===== src/verilog/esa_pkg.sv =====
// Behaviour
// - set orientation-change flag, bit 2, on fresh orientation with orientation change
// - clear orientation-change flag when host reads orientation report register
// - set power-state-change flag, bit 1, on any wake/sleep transition
// - system state register reports direction of latest automatic transition
// - enter sleep after inactivity limit sample periods without configured event
// - on sleep apply sleep power setting and rate, or flexible decimation/idle
// - leave sleep at once when any configured event flag becomes active
// - on wake apply wake power setting and rate, or flexible decimation/idle
// - clear power-state-change flag when host reads system state register
// - auto wake/sleep and its flag work only while inactivity limit is nonzero
// - power-state-change flag works only while its event enable bit is set
package esa_pkg;

    // ----------------------------------------------------------------
    // register map and fields
    // ----------------------------------------------------------------
    localparam logic [7:0] ESA_OFS_EVENT_SUMMARY = 8'h00;
    localparam int         ESA_BIT_ORIENT        = 2;
    localparam int         ESA_BIT_PSTATE        = 1;
    localparam logic [7:0] ESA_SUMMARY_RESET     = 8'h00;
    localparam int         ESA_LIMIT_W           = 16;
    localparam int         ESA_SETUP_W           = 8;

    typedef enum logic [1:0]
    {
        ESA_WAKE  = 2'h1,
        ESA_SLEEP = 2'h2
    } esa_mode_t;

    // settings applied to the sensing core in one mode
    typedef struct packed
    {
        logic [1:0] power;
        logic [3:0] rate;
        logic [3:0] decim;
        logic [3:0] idle;
    } esa_setting_t;

    localparam esa_setting_t ESA_SETTING_RESET = '{2'h0, 4'h0, 4'h0, 4'h0};

endpackage : esa_pkg


===== src/verilog/esa_inact_cnt.sv =====
`timescale 1ns/1ns
`default_nettype none
module esa_inact_cnt #(
    parameter int W = esa_pkg::ESA_LIMIT_W
) (
    input  wire logic         mclk,      // system clock
    input  wire logic         rst_n,     // async reset, active low
    input  wire logic         run,       // counting allowed
    input  wire logic         restart,   // configured event seen
    input  wire logic         tick,      // one output-sample period
    input  wire logic [W-1:0] limit,     // inactivity limit
    output logic              expired    // limit reached, one-cycle pulse
);
    logic [W-1:0] cnt_r;
    logic [W-1:0] cnt_nxt;
    logic         exp_nxt;
    logic         exp_r;

    always_comb
    begin
        cnt_nxt = cnt_r;
        exp_nxt = 1'b0;
        if (!run || restart)
            cnt_nxt = '0;
        else if (tick)
        begin
            if (cnt_r + W'(1) >= limit)
            begin
                exp_nxt = 1'b1;
                cnt_nxt = '0;
            end
            else
                cnt_nxt = cnt_r + W'(1);
        end
    end

    always_ff @(posedge mclk or negedge rst_n)
    begin
        if (!rst_n)
        begin
            cnt_r <= '0;
            exp_r <= 1'b0;
        end
        else
        begin
            cnt_r <= cnt_nxt;
            exp_r <= exp_nxt;
        end
    end

    assign expired = exp_r;

    restart_clears_a: assert property (@(posedge mclk) disable iff (!rst_n)
        restart |=> (cnt_r == '0))
        else $error("counter not cleared by event");
endmodule : esa_inact_cnt
`default_nettype wire


===== src/verilog/esa_setting_mux.sv =====
`timescale 1ns/1ns
`default_nettype none
module esa_setting_mux (
    input  wire logic                  mclk,      // system clock
    input  wire logic                  rst_n,     // async reset, active low
    input  wire logic                  asleep,    // current mode is sleep
    input  wire logic                  flex,      // flexible performance mode
    input  wire esa_pkg::esa_setting_t wake_set,  // wake settings
    input  wire esa_pkg::esa_setting_t sleep_set, // sleep settings
    output esa_pkg::esa_setting_t      applied    // settings in force
);
    esa_pkg::esa_setting_t app_r;
    esa_pkg::esa_setting_t app_nxt;
    esa_pkg::esa_setting_t src;

    always_comb
    begin
        src     = asleep ? sleep_set : wake_set;
        app_nxt = src;
        // flexible mode keeps the fixed rate and swaps power and decimation/idle
        if (flex)
            app_nxt.rate = app_r.rate;
        else
        begin
            app_nxt.decim = app_r.decim;
            app_nxt.idle  = app_r.idle;
        end
    end

    always_ff @(posedge mclk or negedge rst_n)
    begin
        if (!rst_n)
            app_r <= esa_pkg::ESA_SETTING_RESET;
        else
            app_r <= app_nxt;
    end

    assign applied = app_r;
endmodule : esa_setting_mux
`default_nettype wire


===== src/verilog/esa_top.sv =====
`timescale 1ns/1ns
`default_nettype none
module esa_top #(
    parameter int LW = esa_pkg::ESA_LIMIT_W
) (
    input  wire logic                  mclk,            // system clock, 50 MHz
    input  wire logic                  rst_n,           // async reset, active low
    input  wire logic                  sample_tick,     // one pulse per output-sample period
    input  wire logic                  fresh_orient,    // fresh orientation bit
    input  wire logic                  orient_changed,  // orientation change detected
    input  wire logic                  rd_orient_rep,   // host read of orientation report reg
    input  wire logic                  rd_sys_state,    // host read of system state reg
    input  wire logic                  rd_summary,      // host read of event summary
    input  wire logic                  cfg_event,       // a configured event flag is active
    input  wire logic [7:0]            limit_low,       // inactivity limit low byte
    input  wire logic [7:0]            limit_high,      // inactivity limit high byte
    input  wire logic                  pstate_en,       // power state event enable
    input  wire logic                  flex_mode,       // flexible performance mode
    input  wire esa_pkg::esa_setting_t wake_set,        // wake power/rate/decim/idle
    input  wire esa_pkg::esa_setting_t sleep_set,       // sleep power/rate/decim/idle
    output logic [7:0]                 summary,         // event summary read data
    output logic                       asleep,          // system state: sleep
    output logic                       last_to_sleep,   // last transition was to sleep
    output esa_pkg::esa_setting_t      applied          // settings in force
);
    // ----------------------------------------------------------------
    // state
    // ----------------------------------------------------------------
    esa_pkg::esa_mode_t mode_r;
    esa_pkg::esa_mode_t mode_nxt;
    logic               orient_r;
    logic               orient_nxt;
    logic               pstate_r;
    logic               pstate_nxt;
    logic               dir_r;
    logic               dir_nxt;
    logic               asleep_r;
    logic               asleep_nxt;
    logic               event_d_r;
    logic [7:0]         summ_r;
    logic [7:0]         summ_nxt;
    logic [LW-1:0]      limit;
    logic               auto_on;
    logic               expired;
    logic               event_rise;
    logic               to_sleep;
    logic               to_wake;

    assign limit      = {limit_high, limit_low};
    assign auto_on    = (limit != '0);
    assign event_rise = cfg_event && !event_d_r;

    esa_inact_cnt #(
        .W       (LW)
    ) u_cnt (
        .mclk    (mclk),
        .rst_n   (rst_n),
        .run     (auto_on && (mode_r == esa_pkg::ESA_WAKE)),
        .restart (cfg_event),
        .tick    (sample_tick),
        .limit   (limit),
        .expired (expired)
    );

    // ----------------------------------------------------------------
    // mode machine
    // ----------------------------------------------------------------
    always_comb
    begin
        mode_nxt = mode_r;
        to_sleep = 1'b0;
        to_wake  = 1'b0;
        unique case (mode_r)
            esa_pkg::ESA_WAKE:
            begin
                if (auto_on && expired && !cfg_event)
                begin
                    mode_nxt = esa_pkg::ESA_SLEEP;
                    to_sleep = 1'b1;
                end
            end
            esa_pkg::ESA_SLEEP:
            begin
                if (cfg_event || !auto_on)
                begin
                    mode_nxt = esa_pkg::ESA_WAKE;
                    to_wake  = auto_on;
                end
            end
            default:
                mode_nxt = esa_pkg::ESA_WAKE;
        endcase
    end

    // ----------------------------------------------------------------
    // flags; a set in the same cycle as its clearing read wins
    // ----------------------------------------------------------------
    always_comb
    begin
        orient_nxt = orient_r;
        if (rd_orient_rep)
            orient_nxt = 1'b0;
        if (fresh_orient && orient_changed)
            orient_nxt = 1'b1;
        pstate_nxt = pstate_r;
        if (rd_sys_state)
            pstate_nxt = 1'b0;
        if ((to_sleep || to_wake) && pstate_en && auto_on)
            pstate_nxt = 1'b1;
        if (!auto_on || !pstate_en)
            pstate_nxt = 1'b0;
        dir_nxt = dir_r;
        if (to_sleep)
            dir_nxt = 1'b1;
        else if (to_wake)
            dir_nxt = 1'b0;
        summ_nxt = esa_pkg::ESA_SUMMARY_RESET;
        summ_nxt[esa_pkg::ESA_BIT_ORIENT] = orient_nxt;
        summ_nxt[esa_pkg::ESA_BIT_PSTATE] = pstate_nxt;
        // registered copy so the state output leaves straight from a flop
        asleep_nxt = (mode_nxt == esa_pkg::ESA_SLEEP);
    end

    always_ff @(posedge mclk or negedge rst_n)
    begin
        if (!rst_n)
        begin
            mode_r    <= esa_pkg::ESA_WAKE;
            orient_r  <= 1'b0;
            pstate_r  <= 1'b0;
            dir_r     <= 1'b0;
            asleep_r  <= 1'b0;
            event_d_r <= 1'b0;
            summ_r    <= esa_pkg::ESA_SUMMARY_RESET;
        end
        else
        begin
            mode_r    <= mode_nxt;
            orient_r  <= orient_nxt;
            pstate_r  <= pstate_nxt;
            dir_r     <= dir_nxt;
            asleep_r  <= asleep_nxt;
            event_d_r <= cfg_event;
            summ_r    <= summ_nxt;
        end
    end

    esa_setting_mux u_mux (
        .mclk      (mclk),
        .rst_n     (rst_n),
        .asleep    (mode_r == esa_pkg::ESA_SLEEP),
        .flex      (flex_mode),
        .wake_set  (wake_set),
        .sleep_set (sleep_set),
        .applied   (applied)
    );

    assign summary       = summ_r;
    assign asleep        = asleep_r;
    assign last_to_sleep = dir_r;

    // ----------------------------------------------------------------
    // checks
    // ----------------------------------------------------------------
    orient_set_a: assert property (@(posedge mclk) disable iff (!rst_n)
        (fresh_orient && orient_changed) |=> orient_r)
        else $error("orientation flag not set");
    orient_clr_a: assert property (@(posedge mclk) disable iff (!rst_n)
        (rd_orient_rep && !(fresh_orient && orient_changed)) |=> !orient_r)
        else $error("orientation flag not cleared");
    pstate_set_a: assert property (@(posedge mclk) disable iff (!rst_n)
        ((to_sleep || to_wake) && pstate_en) |=> pstate_r)
        else $error("power state flag not set");
    dir_track_a: assert property (@(posedge mclk) disable iff (!rst_n)
        (mode_r == esa_pkg::ESA_WAKE) ##1 (mode_r == esa_pkg::ESA_SLEEP)
        |-> last_to_sleep)
        else $error("direction not reported");
    sleep_entry_a: assert property (@(posedge mclk) disable iff (!rst_n)
        (expired && auto_on && !cfg_event && mode_r == esa_pkg::ESA_WAKE)
        |=> asleep)
        else $error("sleep not entered");
    wake_exit_a: assert property (@(posedge mclk) disable iff (!rst_n)
        (asleep && cfg_event) |=> !asleep)
        else $error("wake not taken");
    sleep_apply_a: assert property (@(posedge mclk) disable iff (!rst_n)
        (asleep && $stable(sleep_set) && !flex_mode) ##1 (asleep && !flex_mode)
        |-> applied.power == sleep_set.power)
        else $error("sleep setting not applied");
    wake_apply_a: assert property (@(posedge mclk) disable iff (!rst_n)
        (!asleep && $stable(wake_set)) ##1 !asleep
        |-> applied.power == wake_set.power)
        else $error("wake setting not applied");
    pstate_clr_a: assert property (@(posedge mclk) disable iff (!rst_n)
        (rd_sys_state && !to_sleep && !to_wake) |=> !pstate_r)
        else $error("power state flag not cleared");
    zero_limit_a: assert property (@(posedge mclk) disable iff (!rst_n)
        (limit == '0) |=> (!asleep && !pstate_r))
        else $error("auto mode active at zero limit");
    en_gate_a: assert property (@(posedge mclk) disable iff (!rst_n)
        !pstate_en |=> !pstate_r)
        else $error("power state flag without enable");

    sleep_cov_c: cover property (@(posedge mclk) disable iff (!rst_n) to_sleep);
    wake_cov_c: cover property (@(posedge mclk) disable iff (!rst_n) to_wake);
    orient_cov_c: cover property (@(posedge mclk) disable iff (!rst_n)
        orient_r ##1 !orient_r);
    both_cov_c: cover property (@(posedge mclk) disable iff (!rst_n)
        orient_r && pstate_r);
    rise_cov_c: cover property (@(posedge mclk) disable iff (!rst_n)
        asleep && event_rise);
endmodule : esa_top
`default_nettype wire

===== config.mk =====
export PLATFORM = sky130hd
export DESIGN_NAME = esa_top
export DESIGN_NICKNAME = d
export VERILOG_FILES = /design/src/verilog/esa_pkg.sv /design/src/verilog/esa_inact_cnt.sv /design/src/verilog/esa_setting_mux.sv /design/src/verilog/esa_top.sv
export SDC_FILE = /design/constraint.sdc
export NUM_CORES = 1
export LEC_CHECK = 0
export ABC_AREA = 1
export BUFFER_PORTS_ARGS = -buffer_cell sky130_fd_sc_hd__buf_2
export CAP_MARGIN = 20
export CORE_AREA = 2 2 80 82
export CTS_BUF_LIST = sky130_fd_sc_hd__clkbuf_4 sky130_fd_sc_hd__clkbuf_8 sky130_fd_sc_hd__clkbuf_16
export DETAILED_ROUTE_END_ITERATION = 12
export DIE_AREA = 0 0 82 84
export PLACE_DENSITY = 0.7
export SLEW_MARGIN = 20
export SYNTH_ARGS = -nofsm -noshare
export SYNTH_HDL_FRONTEND = slang
export SYNTH_SLANG_ARGS = --single-unit

===== constraint.sdc =====
create_clock -name mclk -period 3.03 [get_ports mclk]
set_clock_uncertainty 0.2 [all_clocks]
set_input_delay 0.4545 -clock mclk [delete_from_list [all_inputs] [get_ports mclk]]
set_output_delay 0.4545 -clock mclk [all_outputs]
set_load 0.1 [all_outputs]

==> Word-level counts from Yosys, hierarchy flattened <==
Cells that the tools add are included.
{ "op_classes": {"eq_ne": 3, "n_reduce_logical": 17, "n_mux": 21, "order_cmp": 1, "n_addsub": 1} }
{ "op_table": {"columns": ["cell", "count"], "rows": [
  ["16-bit 2-to-1 mux", 3],
  ["16-bit by 1-bit adder with 16-bit output, second input constant", 1],
  ["16-bit >= comparator", 1],
  ["16-bit nonzero test", 1],
  ["1-bit 2-to-1 mux", 14],
  ["14-bit 2-to-1 mux", 1],
  ["1-bit logical AND", 6],
  ["2-bit == test, second input constant", 2],
  ["1-bit logical NOT", 4],
  ["1-bit logical OR", 4],
  ["2-bit 2-to-1 mux", 2],
  ["2-bit one-hot mux with 2 select lines", 1],
  ["2-bit nonzero test", 2],
  ["2-bit by 1-bit == test with 1-bit output, second input constant", 1]
]} }
{ "word_totals": {"register_bits": 39, "output_inout_bits": 24, "in_bits": 55, "elab_cells": 55} }

==> Depth between registers and ports, before layout <==
{ "depth": {"ltp_word": 10, "mapped_depth": 16, "mapped_depth_nobuf": 15} }

==> By module <==
Synthesis repeated with hierarchy kept, for this count alone.
{ "unflattened": {"cells_unflattened": 403, "area_unflattened_um2": 2726.4} }
{ "modules_own_cells": {"columns": ["module", "area_each_um2", "cells_each", "seq_area_each_um2", "n_inst"], "rows": [
  ["esa_inact_cnt", 1546.5, 232, 425.4, 1],
  ["esa_setting_mux", 739.5, 110, 350.3, 1],
  ["esa_top", 440.4, 61, 151.4, 1]
]} }

==> Worst setup path after synthesis <==
OpenSTA, ideal clock, no wires.
{ "synth_timing": {"path_type": "register to register", "start": "reg u_cnt.cnt_r[0]", "end": "reg u_cnt.cnt_r[11]", "setup_ns": 0.118, "t_arrival_ns": 2.023, "n_path_buf": 1, "required_ns": 2.712, "path_stages_with_launch": 13, "slack_ns": 0.689, "synth_period_minus_slack_ns": 2.341, "cell_sequence": "dfrtp_1 > ha_1 > inv_1 > nor2_4 > nand3_1 > xnor2_2 > ha_1 > nand2_1 > nor3_1 > nand2_2 > buf_6 > nand4_1 > nand2_1"} }
{ "synth_via": {"elab_chain_len": 5} }
{ "synth_lines": {"columns": ["element", "line_no", "rtl"], "rows": [
  ["start: declaration", "esa_inact_cnt.sv:14", "logic [W-1:0] cnt_r;"],
  ["start signal: assignment", "esa_inact_cnt.sv:46", "cnt_r <= cnt_nxt;"],
  ["16-bit by 1-bit adder with 16-bit output *", "esa_inact_cnt.sv:27, esa_inact_cnt.sv:33", null],
  ["16-bit >= comparator", "esa_inact_cnt.sv:27", "if (cnt_r + W'(1) >= limit)"],
  ["16-bit 2-to-1 mux *", "esa_inact_cnt.sv:27", null],
  ["16-bit 2-to-1 mux *", "esa_inact_cnt.sv:25", "else if (tick)"],
  ["16-bit 2-to-1 mux *", "esa_inact_cnt.sv:23", "if (!run || restart)"]
]} }
Mark *: on every way between the ends. The rest lies on a longest branch, timed or not. The select of a mux whose other input is x is not followed.
A chain may end at the register's enable or synchronous reset.

==> Worst setup path in the final report <==
{ "layout_timing": {"start": "reg u_cnt.cnt_r[0]", "end": "reg u_cnt.cnt_r[0]"} }
Same word-level chain as after synthesis.

==> flow_summary.yaml <==
status:
  status: "completed"
critical_path:
  r2r_setup_slack_ns: 0.39
  endpoint: "u_cnt.cnt_r[0]$_DFFE_PN0P_"
  reg2reg_depth: 11
  arrival_ns: 2.61
  cp.depth: 11
  critPathTopFamily: "simple AND/OR/NAND/NOR gates"
  crit_path_max_fanout: 17
  slowest_stage: "dfrtp_1"
  cp-start-kind: "flip-flop"
  max_stage_delay_ns: 0.40
  end_kind: "flip-flop"
  critPathLaunch: "u_cnt.cnt_r[0]$_DFFE_PN0P_"
  crit_buf_inv: 1
  path_class: "reg -> reg"
  reg2reg_to: "u_cnt.cnt_r[0]$_DFFE_PN0P_"
  crit_chain: "ha_1 > inv_1 > nor2_4 > nand3_1 > xnor2_2 > ha_1 > nand2_1 > nor3_1 > nand2_2 > nand4_1 > nand2_1"
  r2r_start: "u_cnt.cnt_r[0]$_DFFE_PN0P_"
  crit_required_ns: 3.01
cts:
  post_cts_buffers: 0
  clk_pin_slew_ns: 0.08
  h-tree-depth: 2
  cts_num_sinks: 37
  cts_tree: "done"
  clockBufferDepth: 2
  root_buffer: "clkbuf_8"
  postCtsHoldBufs: 0
  clk_latency_ns: 0.29
  cts_buffers: 5
  cts_resized: 0
global_routing:
  overflow: 0
  grt_antenna_before_repair: 0
  grt_pass1_wl_um: 10340
  gr-usage-all-layers_pct: 18.82
  first_global_vias: 2353
  grt_max_degree: 38
floorplan:
  num_io_pins: 79
  die_height_um: 84
  start_util_pct: 43.62
  die-area_um2: 6888
  die_x_um: 82
  rows: 29
  core_um2: 6096
logic_synthesis:
  ys_seq_area_share_pct: 34.87
  synth_seq_cells: 37
  avgSynthCellArea_um2: 7.490
  yosys.cell_types.count: 30
  yosysWarnings: 0
  syn_inst: 355
  synth_area_um2: 2659
routing:
  drc: 0
  initialDrtViolationCount: 101
  final_antenna_net_count: 0
  wirelength_um: 5971
  routedWlPerCell_um: 11.89
  viasPerCell: 4.932
  drtPass1Iterations: 4
  route.vias.total: 2476
sta:
  slew_violations: 0
  finalCriticalPeriod_ns: 2.637
  period_share_pct: 87.02
  finalHoldViolations: 0
  relSlewSlack_pct: 42.72
  setup_tns_ns: 0
  tightest_slew_ns: 0.8592
  fmax_mhz: 379.3
  setup_slack_ns: 0.3934
  setup_viol: 0
  rsz0062_at_grt: "false"
pwr:
  cellLeakagePower_nw: 1.743
  power_density_nw_per_um2: 438.1
  peakVddDrop_mv: 0.2271
layout:
  diodes: 0
  area_delta_synth_final_pct: 18.31
  fillerInstances: 625
  layout-drive-gt1-share_pct: 26.12
  nets: 498
  fin_area_um2: 3146
placed_design:
  pre_cts_ws_ns: 0.4122
  hpwl_um: 4533
  io_buffers: 71
  gp_congestion: 0.8755
  post_dp_cell_area_um2: 3025
flow_run:
  maxCapViolCount: 0
worst_hold_path:
  hold_path_class: "in -> async"
-- cell families after synthesis --
| family | Yosys count | synth area share, % |
|---|---|---|
| and+or+nand+nor | 187 | 33.32 |
| buffers and inverters | 64 | 11.39 |
| AOI/OAI and AO/OA | 38 | 7.530 |
| DFF | 37 | 34.87 |
| adders and majority gates | 19 | 8.941 |
| xor gates and xnor gates | 9 | 3.812 |
| other | 1 | 0.1410 |
-- worst register-to-register path, delay by kind of cell, from the launching register on --
family / cells / cell delay, ns
AND/OR/NAND/NOR: 7 / 1.19
buffers and inverters: 1 / 0.10
XOR/XNOR: 1 / 0.17
adder cells (fa/ha/maj): 2 / 0.47
flip-flops: 1 / 0.40
-- routing by layer --
metal  track usage (%)  part of all wire, %
met5                 0                    0
met4             4.697                 0.65
met3             3.030                  3.4
met2             32.82                   51
met1             23.80                   44
-- through the flow --
step | utilization [%] | power (mW) | cells | hold WS (ns)
after detailed placement | 49.63 | 0.9406 | 494 | 0.2728
final | 51.60 | 1.378 | 502 | 0.06412
after global routing | 51.60 | 1.451 | 502 | 0.1352
after floorplan | - | 0.8591 | 360 | -0.04109
after CTS | 51.60 | 1.390 | 502 | 0.1049
after global placement | 49.63 | 0.9340 | 494 | 0.2543
-- worst min-delay path by stage --
| stage | from | end | slack, ns | cells past startpoint |
|---|---|---|---|---|
| after CTS | rst_n | u_cnt.cnt_r[7]$_DFFE_PN0P_ | 0.10 | 1 |
| after floorplan | rst_n | asleep$_DFF_PN0_ | -0.04 | 0 |
| after global routing | rst_n | u_cnt.cnt_r[13]$_DFFE_PN0P_ | 0.14 | 1 |
| after detailed placement | u_mux.applied[0]$_DFFE_PN0P_ | u_mux.applied[0]$_DFFE_PN0P_ | 0.27 | 2 |
| final | rst_n | u_cnt.cnt_r[7]$_DFFE_PN0P_ | 0.06 | 1 |
| after global placement | last_to_sleep$_DFFE_PN0N_ | last_to_sleep$_DFFE_PN0N_ | 0.25 | 2 |
-- state kept, by name, summed over array words and instances, names as in the netlist --
name           flops
mode_r             2
u_mux.applied     14
u_cnt.cnt_r       16
summary            2
asleep             1
last_to_sleep      1
u_cnt.expired      1
-- synthesized netlist by cell type --
cell type  count  share of area, %
a21boi_0       1              0.28
a21oi_1       15               2.8
a21oi_2        1              0.33
a31oi_1        1              0.24
buf_2          2              0.38
buf_4          8               2.3
buf_6          4               1.7
clkbuf_1       3              0.42
conb_1         1              0.14
dfrtp_1       36                34
dfstp_2        1              0.99
ha_1          19               8.9
inv_1         44               6.2
inv_2          3              0.42
nand2_1       98                14
nand2_2        9               2.1
nand3_1       10               1.9
nand3_2        2              0.75
nand3_4        1              0.66
nand4_1       23               5.4
nor2_1        33               4.7
nor2_2         1              0.24
nor2_4         8               3.4
nor3_1         2              0.38
o21ai_0       18               3.4
o21ai_1        1              0.19
o21bai_1       1              0.28
xnor2_1        3              0.99
xnor2_2        3               1.8
xor2_1         3              0.99
-- report_power, final --
| part | internal, mW | total, mW | switching [mW] |
|---|---|---|---|
| combinational | 0.0925 | 0.386 | 0.293 |
| clock | 0.268 | 0.449 | 0.181 |
| sequential | 0.526 | 0.543 | 0.0174 |
-- cells in the final DEF (no fill, tap or decap) --
cell type	count
a21boi_0	1
a21oi_1	15
a21oi_2	1
a31oi_1	1
buf_2	71
buf_4	3
bufinv_16	1
clkbuf_8	6
clkinvlp_4	1
conb_1	6
dfrtp_1	36
dfstp_2	1
ha_1	19
inv_1	44
inv_2	3
nand2_1	98
nand2_2	9
nand3_1	10
nand3_2	2
nand3_4	1
nand4_1	23
nor2_1	33
nor2_2	1
nor2_4	8
nor3_1	2
o21ai_0	18
o21ai_1	1
o21bai_1	1
xnor2_1	3
xnor2_2	3
xor2_1	3
-- area by class of cell --
| cell class | instances | area (µm²) | area share [%] |
|---|---|---|---|
| Clock inverter | 2 | 37.54 | 1.193 |
| Inverter | 47 | 176.4 | 5.609 |
| Tap cell | 77 | 96.34 | 3.063 |
| Clock buffer | 6 | 82.58 | 2.625 |
| Timing Repair Buffer | 74 | 377.9 | 12.01 |
| Sequential cell | 37 | 927.1 | 29.47 |
| Multi-Input combinational cell | 259 | 1448 | 46.02 |
Power figures use the tool's default switching activity.
